<file path="config.mk">
export PLATFORM = sky130hd
export DESIGN_NAME = xid_datapath
export DESIGN_NICKNAME = d
export VERILOG_FILES = /design/src/design/xid_pkg.sv /design/src/design/xid_decode.sv /design/src/design/xid_datapath.sv
export VERILOG_INCLUDE_DIRS = /design/src /design/src/design
export SDC_FILE = /design/constraint.sdc
export NUM_CORES = 1
export LEC_CHECK = 0
export BUFFER_PORTS_ARGS = -buffer_cell sky130_fd_sc_hd__buf_2
export CORE_ASPECT_RATIO = 1.75
export CORE_MARGIN = 2
export CORE_UTILIZATION = 49
export DETAILED_ROUTE_END_ITERATION = 16
export PLACE_DENSITY = 0.87
export SLEW_MARGIN = 20
export SYNTH_ARGS = -nofsm -noshare
export SYNTH_HDL_FRONTEND = slang
export SYNTH_HIERARCHICAL = 1
export SYNTH_SLANG_ARGS = --single-unit
</file>
<file path="constraint.sdc">
create_clock -name clk_sys -period 5.4 [get_ports clk_sys]
set_input_delay 0 -clock clk_sys [delete_from_list [all_inputs] [get_ports clk_sys]]
set_output_delay 0 -clock clk_sys [all_outputs]
set_load 0.02 [all_outputs]
</file>
<file path="src/design/xid_map.svh">
// Constants for the exclusive-OR instruction datapath
`ifndef XID_MAP_SVH
`define XID_MAP_SVH
`define XID_OP_IMM      6'h3a
`define XID_OP_REG      6'h06
`define XID_OP_MSB      13
`define XID_OP_LSB      8
`define XID_DEST_BIT    7
`define XID_ADDR_MSB    6
`define XID_IMM_MSB     7
`define XID_W_RESET     8'h00
`define XID_Z_RESET     1'b0
`endif

</file>
<file path="src/design/xid_pkg.sv">
// Types for the exclusive-OR instruction datapath
package xid_pkg;
  typedef enum logic [2:0] {
    XID_NONE = 3'b001,
    XID_IMM  = 3'b010,
    XID_REG  = 3'b100
  } xid_op_t;
endpackage

</file>
<file path="src/design/xid_decode.sv">
// Instruction decoder for the two exclusive-OR forms
`timescale 1ns/100ps
`include "xid_map.svh"
module xid_decode
  import xid_pkg::*;
(
  // Instruction
  input  wire logic [13:0] instr,
  // Decoded fields
  output xid_op_t          op,
  output logic             dest_file,
  output logic [6:0]       addr,
  output logic [7:0]       imm
);
  wire [5:0] opc = instr[`XID_OP_MSB:`XID_OP_LSB];
  assign op        = (opc == `XID_OP_IMM) ? XID_IMM :
                     (opc == `XID_OP_REG) ? XID_REG : XID_NONE;
  assign dest_file = instr[`XID_DEST_BIT];
  assign addr      = instr[`XID_ADDR_MSB:0];
  assign imm       = instr[`XID_IMM_MSB:0];
endmodule

</file>
<file path="src/design/xid_datapath.sv">
// Exclusive-OR instruction datapath: accumulator, zero flag, file write-back
// Contract
// [RULE1] Opcode 111010 with 8-bit immediate: XOR accumulator with immediate.
// [RULE2] Immediate form writes accumulator only, never data memory.
// [RULE3] Opcode 000110 with dest bit and 7-bit address: XOR accumulator with file.
// [RULE4] Register form, dest 0: result to accumulator, file unchanged.
// [RULE5] Register form, dest 1: result to file, accumulator unchanged.
// [RULE6] One word, one cycle; zero flag follows result, other flags untouched.
`timescale 1ns/100ps
`include "xid_map.svh"
module xid_datapath
  import xid_pkg::*;
(
  // Clock and reset
  input  wire logic        clk_sys,
  input  wire logic        rst,
  // Instruction issue
  input  wire logic        instr_valid,
  input  wire logic [13:0] instr,
  // File register read operand (combinational from register file)
  output logic [6:0]       file_raddr,
  input  wire logic [7:0]  file_rdata,
  // File register write-back
  output logic             file_we,
  output logic [6:0]       file_waddr,
  output logic [7:0]       file_wdata,
  // Architectural state
  output logic [7:0]       acc,
  output logic             zero_flag,
  output logic             done
);
  import xid_pkg::*;

  xid_op_t    op;
  logic       dest_file;
  logic [6:0] addr;
  logic [7:0] imm;

  xid_decode u_dec (
    .instr     (instr),
    .op        (op),
    .dest_file (dest_file),
    .addr      (addr),
    .imm       (imm)
  );

  // Read address is combinational so the operand arrives in the issue cycle
  assign file_raddr = addr;

  wire       go_imm  = instr_valid && (op == XID_IMM);
  wire       go_reg  = instr_valid && (op == XID_REG);
  // [RULE1] Immediate operand
  // [RULE3] File operand
  wire [7:0] operand = go_imm ? imm : file_rdata;
  wire [7:0] result  = acc ^ operand;
  // [RULE2] Accumulator write
  // [RULE4] Dest zero to accumulator
  wire       next_acc_we  = go_imm || (go_reg && !dest_file);
  // [RULE5] Dest one to file
  wire       next_file_we = go_reg && dest_file;
  // [RULE6] Zero flag update
  wire       next_zero_we = go_imm || go_reg;

  always_ff @(posedge clk_sys)
  begin
    if (rst)
    begin
      acc        <= `XID_W_RESET;
      zero_flag  <= `XID_Z_RESET;
      file_we    <= 1'b0;
      file_waddr <= 7'h00;
      file_wdata <= 8'h00;
      done       <= 1'b0;
    end
    else
    begin
      if (next_acc_we)
        acc <= result;
      if (next_zero_we)
        zero_flag <= (result == 8'h00);
      // Write-back registered: outputs valid one edge after issue, register file commits on the second edge
      file_we    <= next_file_we;
      file_waddr <= addr;
      file_wdata <= result;
      done       <= next_zero_we;
    end
  end

  // Assertions
  imm_result_a: assert property (@(posedge clk_sys) disable iff (rst) // RULE1
    go_imm |=> acc == ($past(acc) ^ $past(instr[7:0])))
    else $error("immediate xor result wrong");
  imm_nowrite_a: assert property (@(posedge clk_sys) disable iff (rst) // RULE2
    go_imm |=> !file_we)
    else $error("immediate form wrote file");
  reg_result_a: assert property (@(posedge clk_sys) disable iff (rst) // RULE3
    (go_reg && dest_file) |=> file_wdata == ($past(acc) ^ $past(file_rdata)) && file_waddr == $past(instr[6:0]))
    else $error("file xor result wrong");
  dest_acc_a: assert property (@(posedge clk_sys) disable iff (rst) // RULE4
    (go_reg && !dest_file) |=> !file_we && acc == ($past(acc) ^ $past(file_rdata)))
    else $error("dest zero misrouted");
  dest_file_a: assert property (@(posedge clk_sys) disable iff (rst) // RULE5
    (go_reg && dest_file) |=> file_we && $stable(acc))
    else $error("dest one misrouted");
  zero_flag_a: assert property (@(posedge clk_sys) disable iff (rst) // RULE6
    (go_imm || go_reg) |=> done && zero_flag == ((($past(acc) ^ $past(go_imm ? imm : file_rdata))) == 8'h00))
    else $error("zero flag wrong");
  idle_hold_a: assert property (@(posedge clk_sys) disable iff (rst) // RULE6
    !(go_imm || go_reg) |=> $stable(acc) && $stable(zero_flag) && !done && !file_we)
    else $error("state changed without xor");

  imm_c:   cover property (@(posedge clk_sys) disable iff (rst) go_imm ##1 zero_flag);
  racc_c:  cover property (@(posedge clk_sys) disable iff (rst) go_reg && !dest_file);
  rfile_c: cover property (@(posedge clk_sys) disable iff (rst) go_reg && dest_file ##1 go_imm);
endmodule

</file>
# Word-level counts from Yosys, hierarchy flattened
# Index checks and enable logic that the tools add are counted.
dict set report totals {
  word_cells 22
  reg_bits 26
  in_bits 25
  out_inout_bits 33
}
dict set report op_classes {
  eq_ne 4
  n_mux 3
  bitwise 1
  n_reduce_logical 8
}
# operator count
set op_table {}
lappend op_table {{logical NOT 8 bit} 1}
lappend op_table {{2-to-1 mux 8 bit} 1}
lappend op_table {{bitwise XOR 8 bit} 1}
lappend op_table {{== test 6 x 3 -> 1 bit, second input constant} 1}
lappend op_table {{== test 6 bit, second input constant} 1}
lappend op_table {{2-to-1 mux 3 bit} 2}
lappend op_table {{logical AND 1 bit} 4}
lappend op_table {{== test 3 x 2 -> 1 bit, second input constant} 1}
lappend op_table {{== test 3 bit, second input constant} 1}
lappend op_table {{logical OR 1 bit} 2}
lappend op_table {{logical NOT 1 bit} 1}

# Logic depth before layout (Yosys ltp)
# Gate-level depths: netlist of run 1.
dict set report logic_depth {
  depth_word 8
  ltp_mapped 8
  ltp_nobuf 7
}

# Cells and area by module
# The synthesis of run 1 kept the hierarchy.
# mod area_per_inst_um2 instances seq_area_each_um2 cells_each
set by_module_without_submodules {}
lappend by_module_without_submodules {xid_datapath 1097.3 1 520.5 110}
lappend by_module_without_submodules {xid_decode 160.2 1 0.0 22}

# Worst setup path before layout of run 1
# No wires, ideal clock.
dict set report synth_timing {
  path_kind {input to register}
  start {in instr[13]}
  end {reg zero_flag}
  path_buffers 1
  path_stages 8
  arrival_ns 1.840
  required_ns 5.331
  path_slack_ns 3.491
  setup_time_ns 0.069
  path_cell_list {or4b_1 a21o_1 and4bb_4 buf_12 mux2i_1 xor2_1 nand4_1 o21ai_1}
}
dict set report synth_via {
  elab_chain_cells 8
  word_cells_on_any_way 12
  cone_classes {eq/ne (4); mux (3); bitwise (1); reduce/logical (4)}
}
# item line
set synth_rtl {}
lappend synth_rtl {{from (decl)} xid_datapath.sv:19} ;# input wire logic [13:0] instr,
lappend synth_rtl {{== test 6 x 3 -> 1 bit (no line)} n/a}
lappend synth_rtl {{2-to-1 mux 3 bit} xid_decode.sv:17} ;# (opc == `XID_OP_REG) ? XID_REG : XID_NONE;
lappend synth_rtl {{2-to-1 mux 3 bit *} xid_decode.sv:16} ;# assign op = (opc == `XID_OP_IMM) ? XID_IMM :
lappend synth_rtl {{via op[0]} xid_datapath.sv:34} ;# xid_op_t op;
lappend synth_rtl {{== test 3 x 2 -> 1 bit} xid_datapath.sv:50} ;# wire go_imm = instr_valid && (op == XID_IMM);
lappend synth_rtl {{logical AND 1 bit} xid_datapath.sv:50}
lappend synth_rtl {{2-to-1 mux 8 bit} xid_datapath.sv:54} ;# wire [7:0] operand = go_imm ? imm : file_rdata;
lappend synth_rtl {{bitwise XOR 8 bit} xid_datapath.sv:55} ;# wire [7:0] result = acc ^ operand;
lappend synth_rtl {{logical NOT 8 bit} xid_datapath.sv:80} ;# zero_flag <= (result == 8'h00);
lappend synth_rtl {{to (signal assigned)} xid_datapath.sv:69} ;# zero_flag <= `XID_Z_RESET;
lappend synth_rtl {{to (signal assigned)} xid_datapath.sv:80}
lappend synth_rtl {{to (decl)} xid_datapath.sv:29} ;# output logic zero_flag,
# The timed path passes the listed nets; every way through them passes the cells marked *.
# A chain may end at the register's enable or synchronous reset.

# Final worst setup path of run 1
# Ends and elaborated chain as after synthesis.

==> impl_summary.log, run 1 <==
[metrics] mean area per synthesized cell: 9.526 um2
[metrics] Gates resized, CTS repair: 0
[metrics] total inserted antenna cells: 0
[metrics] share of the cycle needed by the critical path after routing: 35.06%
[metrics] Final ANT Viol Nets: 0
[metrics] number of global-route vias before repair: 984
[metrics] required time worst endpoint: 5.61 ns
[metrics] Critical Path Source: instr[13]
[metrics] top area cells in the synthesized netlist: dfxtp_1, buf_4, mux2i_1
[metrics] highest clock frequency the design can meet: 528.2 MHz
[metrics] Clock transition at path regs: 0.09 ns
[metrics] number of buffers on the longest clock path: 2
[metrics] Buffers on Ports: 57
[metrics] Critical Path Max Stage Delay: 0.53 ns
[metrics] TritonCTS clock tree: done
[metrics] share of synthesized area occupied by flip-flops and latches: 41.39%
[metrics] CP endpoint kind: flip-flop
[metrics] data arrival at the endpoint of the critical path: 2.10 ns
[metrics] highest layer used for signal routing: met4
[metrics] sum of met3 wire segment lengths after detailed routing: 135 um
[metrics] number of synthesis warnings: 6
[metrics] library cell with the highest instance count after synthesis: dfxtp_1
[metrics] post-layout instance area: 0.001525 mm2
[metrics] total met2 wirelength after detailed routing: 1460 um
[metrics] register bit total from synthesis: 26
[metrics] endpoint of the worst-slack reg-to-reg timing path: zero_flag$_SDFFE_PP0P_
[metrics] class of the tightest hold or removal check: in2reg
[metrics] fraction of registers with async set/reset: 0%
[metrics] root buffer cell: clkbuf_8
[metrics] slew at the pin closest to its max-slew limit: 0.5397 ns
[metrics] standard cell core area: 0.002462 mm2
[metrics] capture point of the worst path: zero_flag$_SDFFE_PP0P_
[metrics] startpoint type of the worst setup path: primary input
[metrics] register-to-register setup slack: 4.20 ns
[metrics] buffering stage count on the worst path with inverters included: 1
[metrics] pin count of the biggest net entering global routing: 27
[metrics] Layout Nets: 203
[metrics] smallest setup slack after layout: 3.507 ns
[metrics] number of antenna violations at the first check in global routing: 0
[metrics] CTS sink count: 26
[metrics] startpoint of the worst-slack reg-to-reg timing path: acc[5]$_SDFFE_PP0P_
[metrics] die height: 71.02 um
[metrics] core utilization of the finished layout: 61.94%
[metrics] Remaining Overflow, GRT: 0
[metrics] number of maximum-capacitance violations: 0
[metrics] most common library cells after synthesis: dfxtp_1, buf_4, nor2_1
[metrics] setup-violating endpoint count in the final report: 0
[metrics] all-layer global routing usage: 18.37%
[metrics] Area growth, synth to finish: 21.29%
[metrics] final clock skew: 0.003560 ns
[metrics] via count: 1058
[metrics] fraction of final layout cells with drive strength greater than 1: 36.16%
[metrics] Die Area: 0.003004 mm2
[metrics] FP Rows: 24
[metrics] H-tree depth: 1
[metrics] DRC marker count from the first detailed-route iteration: 25
[metrics] number of inserted filler cells in the final layout: 211
[metrics] worst-case vdd ir drop: 0.1416 mV
[metrics] worst-path maximum fanout: 9
[metrics] CP max-delay cell: or4b_1
[metrics] Post-Route WL: 2641 um
[metrics] Period minus WS final: 1.893 ns
[metrics] fraction of post-synthesis cell area in the top cell type by area: 41.39%
[metrics] Yosys top cell by area: dfxtp_1
[metrics] synthesized instance count: 132
[metrics] GP Congestion: 0.7517
[metrics] TritonRoute pass-1 iters: 4
[metrics] final-report hold violation count: 0
[metrics] drt via density: 5.212
[metrics] routed wirelength normalized by instance count: 13.01 um
[metrics] final count of pins violating max slew: 0
[metrics] Inserted Clock Buffers: 3
[metrics] Top delay family on crit path: simple AND/OR/NAND/NOR gates
[metrics] starting density of the core: 51.07%
[metrics] RSZ-0062 raised after global routing: false
[metrics] CP Depth: 8
[metrics] Post-synth top flop: dfxtp_1
[metrics] number of library cell types mapped by synthesis: 25
[metrics] global-route wire length before repair: 4229 um
[metrics] Leakage Power: 0.6941 nW
[metrics] clock network latency to the later pin of the worst-skew pair: 0.27 ns
[metrics] number of buffers inserted by post-CTS setup repair: 0
[metrics] DP Wirelength: 1941 um
[metrics] wire length the detailed router placed on met1: 955 um
[metrics] outcome: complete, no violations
[metrics] Die Span X: 42.30 um
[metrics] Worst Reg-to-Reg Cells: 5
[metrics] post-synthesis net count: 157
[metrics] Slew headroom: 64.01%
[metrics] count of unresolved DRC violations after routing: 0
[metrics] kind of critical path: in2reg
[metrics] worst setup slack after placement: 3.220 ns
[metrics] number of enable flip-flop cells after synthesis: 0
[metrics] power per standard cell area: 246.0 mW/mm2
[metrics] final-layout setup total negative slack: 0 ns
[metrics] summed instance area of the synthesized netlist: 0.001257 mm2
[metrics] Worst Hold Launch: instr[3]
[metrics] IO Pins: 58
[metrics] series of cell instances along the critical path: buf_2 -> or4b_1 -> a21o_1 -> and4bb_4 -> mux2i_1 -> xor2_1 -> nand4_1 -> o21ai_1
[metrics] Cell Area, Placed: 0.001420 mm2
-- what timing repair did --
action / 4_1_cts / 5_1_grt
endpoints found under the hold margin: 5 / 0
endpoints found under the setup margin: 0 / 0
hold buffers: 5 / 0
-- report_power, final --
part           switching (mW)  leakage [nW]  total, mW  internal, mW
sequential            0.00113         0.214      0.199         0.197
combinational          0.0298         0.452     0.0516        0.0219
clock                  0.0597        0.0288      0.125        0.0652
-- worst min path at each step --
stage | slack, ns | end | cells after the start
after detailed placement | 0.24 | file_waddr[6]$_SDFF_PP0_ | 2
after global placement | 0.24 | file_waddr[6]$_SDFF_PP0_ | 2
after floorplan | 0.12 | file_raddr[0] | 1
after global routing | 0.01 | file_waddr[3]$_SDFF_PP0_ | 2
final | 0.002 | file_waddr[3]$_SDFF_PP0_ | 2
after CTS | 0.003 | file_waddr[3]$_SDFF_PP0_ | 2
-- flip-flops by register name, summed over array words and instances (netlist names) --
signal and cells:
acc 8, done 1, file_we 1, file_wdata 8, file_waddr 7, zero_flag 1
-- routing by layer --
metal  global-route usage [%]  vias to the layer above
li1                         -                      524
met2                    34.36                       42
met5                        0                        -
met4                    10.76                        0
met3                    2.806                        9
met1                    18.30                      483
-- logic make-up (layout without fill, tap and decap cells) --
family	Yosys count	count (layout)	share of synthesized area, %
AO/OA/AOI/OAI	20	20	8.458
XOR/XNOR	16	16	11.14
buffers and inverters	21	66	12.34
flip-flops	26	26	41.39
multiplexers	9	9	7.164
AND/OR/NAND/NOR	40	40	19.50
-- metrics by stage --
stage               power (mW)  hold WS, ns  std cells
finish                  0.3752     0.001824        203
global route            0.3883      0.01371        203
CTS                     0.3772     0.002540        203
detailed placement      0.2518       0.2428        194
global placement        0.2504       0.2446        194
floorplan               0.2396       0.1155        132
-- placed cells by master, fill, tap and decap left out, types with 3 or more instances in the layout --
cell type / count
a21oi_1: 8
o21ai_0: 9
xor2_1: 8
nor2_1: 11
clkbuf_8: 4
dfxtp_1: 26
or3_1: 8
xnor2_1: 8
nand4_1: 3
buf_2: 57
mux2i_1: 9
dlygate4sd3_1: 5
nor2b_1: 9
-- cell type report --
| class | instances | area, um2 | share of cell area (%) |
|---|---|---|---|
| Multi-Input combinational cell | 85 | 581.8 | 38.15 |
| Sequential cell | 26 | 520.5 | 34.13 |
| Tap cell | 26 | 32.53 | 2.133 |
| Clock buffer | 4 | 55.05 | 3.610 |
| Timing Repair Buffer | 62 | 335.3 | 21.99 |
No activity file was read; power rests on OpenSTA's default activity.
==> run 2: changes to the inputs <==
ABC_AREA = 1   (was not set)
CORE_UTILIZATION = 47   (was 49)
PLACE_DENSITY = 0.83   (was 0.87)
clock period = 1.8 ns   (was 5.4 ns; I/O delays follow)
==> run 2 against run 1 <==
  * Sequential share of layout area is 2.9 points lower
  * Hold slack improved by 0.098 ns
  * Critical endpoint unchanged
  * Count of clock-buffer cells in the layout shrank 1
  * Largest power group unchanged
  * Combinational power grew to 3.3 times the previous value
  * Highest routed layer unchanged
  * Synthesized area rose by 9.0%
  * Global-route usage down 0.20 points
  * Final cell count increased by 36%
  * Utilization is 1.4 points lower
==> impl_summary.log, run 2 <==
[metrics] outcome: complete, no violations
[metrics] summed instance area of the synthesized netlist: 0.001370 mm2 (+9.0%)
[metrics] top area cells in the synthesized netlist: dfxtp_1, nand2_1, inv_1
[metrics] all-layer global routing usage: 18.17% (-0.20 points)
[metrics] library cell with the highest instance count after synthesis: nand2_1
[metrics] final-layout setup total negative slack: 0 ns (unchanged)
[metrics] data arrival at the endpoint of the critical path: 1.47 ns (-0.63 ns)
[metrics] TritonCTS clock tree: done
[metrics] required time worst endpoint: 2.01 ns (-3.60 ns)
[metrics] pin count of the biggest net entering global routing: 18 (-33%)
[metrics] final-report hold violation count: 0 (unchanged)
[metrics] setup-violating endpoint count in the final report: 0 (unchanged)
[metrics] Yosys top cell by area: dfxtp_1
[metrics] share of the cycle needed by the critical path after routing: 69.88%
[metrics] number of buffers inserted by post-CTS setup repair: 0 (unchanged)
[metrics] highest-count cells in the layout ignoring fill and taps: buf_2, nand2_1, inv_1
[metrics] RSZ-0062 raised after global routing: false
[metrics] total inserted antenna cells: 0 (unchanged)
[metrics] Buffers on Ports: 57 (unchanged)
[metrics] fraction of registers with async set/reset: 0% (unchanged)
[metrics] number of global-route vias before repair: 1107 (+13%)
[metrics] overall power of the completed layout: 1.081 mW (+190%)
[metrics] fraction of final layout cells with drive strength greater than 1: 28.80% (-7.4 points)
[metrics] CP endpoint kind: flip-flop
[metrics] CTS sink count: 26 (unchanged)
[metrics] via count: 1286 (+22%)
[metrics] post-synthesis net count: 226 (+44%)
[metrics] highest clock frequency the design can meet: 795.0 MHz
[metrics] Remaining Overflow, GRT: 0 (unchanged)
[metrics] kind of critical path: in2reg
[metrics] Final ANT Viol Nets: 0 (unchanged)
[metrics] count of unresolved DRC violations after routing: 0 (unchanged)
[metrics] routed wirelength normalized by instance count: 10.18 um (-22%)
[metrics] Clock transition at path regs: 0.08 ns (about the same)
[metrics] die height: 75.43 um (+6.2%)
[metrics] H-tree depth: 1 (unchanged)
[metrics] startpoint type of the worst setup path: primary input
[metrics] Die Span X: 44.82 um (+6.0%)
[metrics] number of buffers on the longest clock path: 2 (unchanged)
[metrics] drt via density: 4.643 (-11%)
[metrics] Layout Nets: 277 (+36%)
[metrics] Die Area: 0.003380 mm2 (+13%)
[metrics] clock network latency to the later pin of the worst-skew pair: 0.26 ns (about the same)
[metrics] FP Rows: 25 (+4.2%)
[metrics] most common cell after layout, fill and taps aside: buf_2
[metrics] global-route wire length before repair: 4554 um (+7.7%)
[metrics] fraction of post-synthesis cell area in the top cell type by area: 37.99% (-3.4 points)
[metrics] final clock skew: 0.001121 ns (-0.002438 ns)
[metrics] IO Pins: 58 (unchanged)
[metrics] final-layout worst hold slack: 0.1001 ns (+0.09831 ns)
[metrics] slew at the pin closest to its max-slew limit: 0.3259 ns (-0.2138 ns)
[metrics] number of antenna violations at the first check in global routing: 0 (unchanged)
[metrics] starting density of the core: 49.77% (-1.3 points)
[metrics] fraction of met1 tracks used by global routing: 19.20% (+0.90 points)
[metrics] Post-Route WL: 2819 um (+6.7%)
[metrics] standard cell core area: 0.002753 mm2 (+12%)
[metrics] share of synthesized area occupied by flip-flops and latches: 37.99% (-3.4 points)
[metrics] class of the tightest hold or removal check: in2reg
[metrics] worst-path maximum fanout: 15 (+6)
[metrics] DRC marker count from the first detailed-route iteration: 32 (+28%)
[metrics] root buffer cell: clkbuf_8
[metrics] Gates resized, CTS repair: 0 (unchanged)
[metrics] Leakage Power: 1.014 nW (+46%)
[metrics] met3 routing resource usage after global routing: 0.9479% (-1.9 points)
[metrics] final count of pins violating max slew: 0 (unchanged)
[metrics] Period minus WS final: 1.258 ns
[metrics] Slew headroom: 78.27% (+14 points)
[metrics] register bit total from synthesis: 26 (unchanged)
[metrics] GR Layer Usage met2: 33.17% (-1.2 points)
[metrics] synthesized instance count: 201 (+52%)
[metrics] Area growth, synth to finish: 21.74%
[metrics] most common library cells after synthesis: nand2_1, inv_1, dfxtp_1
[metrics] Post-synth top flop: dfxtp_1
[metrics] power per standard cell area: 648.2 mW/mm2 (+160%)
[metrics] busiest layer in global routing: met2
[metrics] number of maximum-capacitance violations: 0 (unchanged)
[metrics] core utilization of the finished layout: 60.59% (-1.4 points)
[metrics] number of library cell types mapped by synthesis: 20 (-20%)
[metrics] worst-case vdd ir drop: 0.3660 mV (+160%)
[metrics] GP Congestion: 0.7775 (+3.4%)
[metrics] TritonRoute pass-1 iters: 4 (unchanged)
[metrics] number of enable flip-flop cells after synthesis: 0 (unchanged)
[metrics] largest registers in the final layout: acc x8, file_wdata x8, file_waddr x7
[metrics] mean area per synthesized cell: 6.816 um2 (-28%)
[metrics] Inserted Clock Buffers: 3 (unchanged)
[metrics] DP Wirelength: 2066 um (+6.5%)
[metrics] number of synthesis warnings: 6 (unchanged)
## run 2: per-stage QoR
step / area [um2] / cells / setup slack [ns]
6_report: 1668 / 277 / 0.5422
2_1_floorplan: 1370 / 201 / 0.5499
4_1_cts: 1668 / 277 / 0.5314
3_3_place_gp: 1546 / 266 / 0.2890
5_1_grt: 1668 / 277 / 0.2601
3_5_place_dp: 1546 / 266 / 0.2527
## run 2: worst max-delay path: stages
cell     delay [ns]
buf_2          0.09
inv_1          0.05
nand2_1        0.05
nor2_1         0.07
nand2_1        0.06
inv_1          0.07
nand2_1        0.06
inv_2          0.19
nand2_4        0.18
nand2_1        0.11
nand3_1        0.07
nand2_1        0.11
nand2_1        0.06
nor2_1         0.10
nand2_1        0.08
a21oi_2        0.10
## run 2: cells by family after synthesis
kind of cell	share of synthesized area [%]
flip-flops	37.99
buffers and inverters	23.56
AO/OA/AOI/OAI	6.392
AND/OR/NAND/NOR	32.06
## run 2: metal layers
| metal | wire, um | share of wire, % |
|---|---|---|
| met4 | 94 | 3.3 |
| met3 | 153 | 5.4 |
| met1 | 1128 | 40 |
| met2 | 1443 | 51 |
| met5 | 0 | 0 |
## run 2: report_power, final
| group | switching [mW] | total [mW] | internal [mW] |
|---|---|---|---|
| Clock | 0.167 | 0.317 | 0.150 |
| Combinational | 0.100 | 0.168 | 0.0682 |
| Sequential | 0.00316 | 0.596 | 0.592 |
| Total | 0.271 | 1.08 | 0.810 |
## run 2: worst paths after layout
| check | depth (start not counted) | slack, ns | to | from |
|---|---|---|---|---|
| hold reg to reg | 2 | 0.55 | acc[0]$_SDFFE_PP0P_ | acc[0]$_SDFFE_PP0P_ |
| setup reg to reg | 6 | 0.78 | zero_flag$_SDFFE_PP0P_ | acc[6]$_SDFFE_PP0P_ |
| setup / recovery | 16 | 0.54 | zero_flag$_SDFFE_PP0P_ | instr[10] |
| hold / removal | 2 | 0.10 | file_wdata[2]$_SDFF_PP0_ | rst |
## run 2: layout make-up
cell class / count / area [um2]
Sequential cell: 26 / 520.5
Inverter: 42 / 157.7
Fill cell: 255 / 1085
Timing Repair Buffer: 68 / 387.9
Clock buffer: 3 / 41.29
Multi-Input combinational cell: 111 / 526.8
Tap cell: 27 / 33.78
## run 2: repair_timing
item	4_1_cts	5_1_grt
setup endpoints to repair	0	0
hold buffers	8	0
hold endpoints to repair	8	0
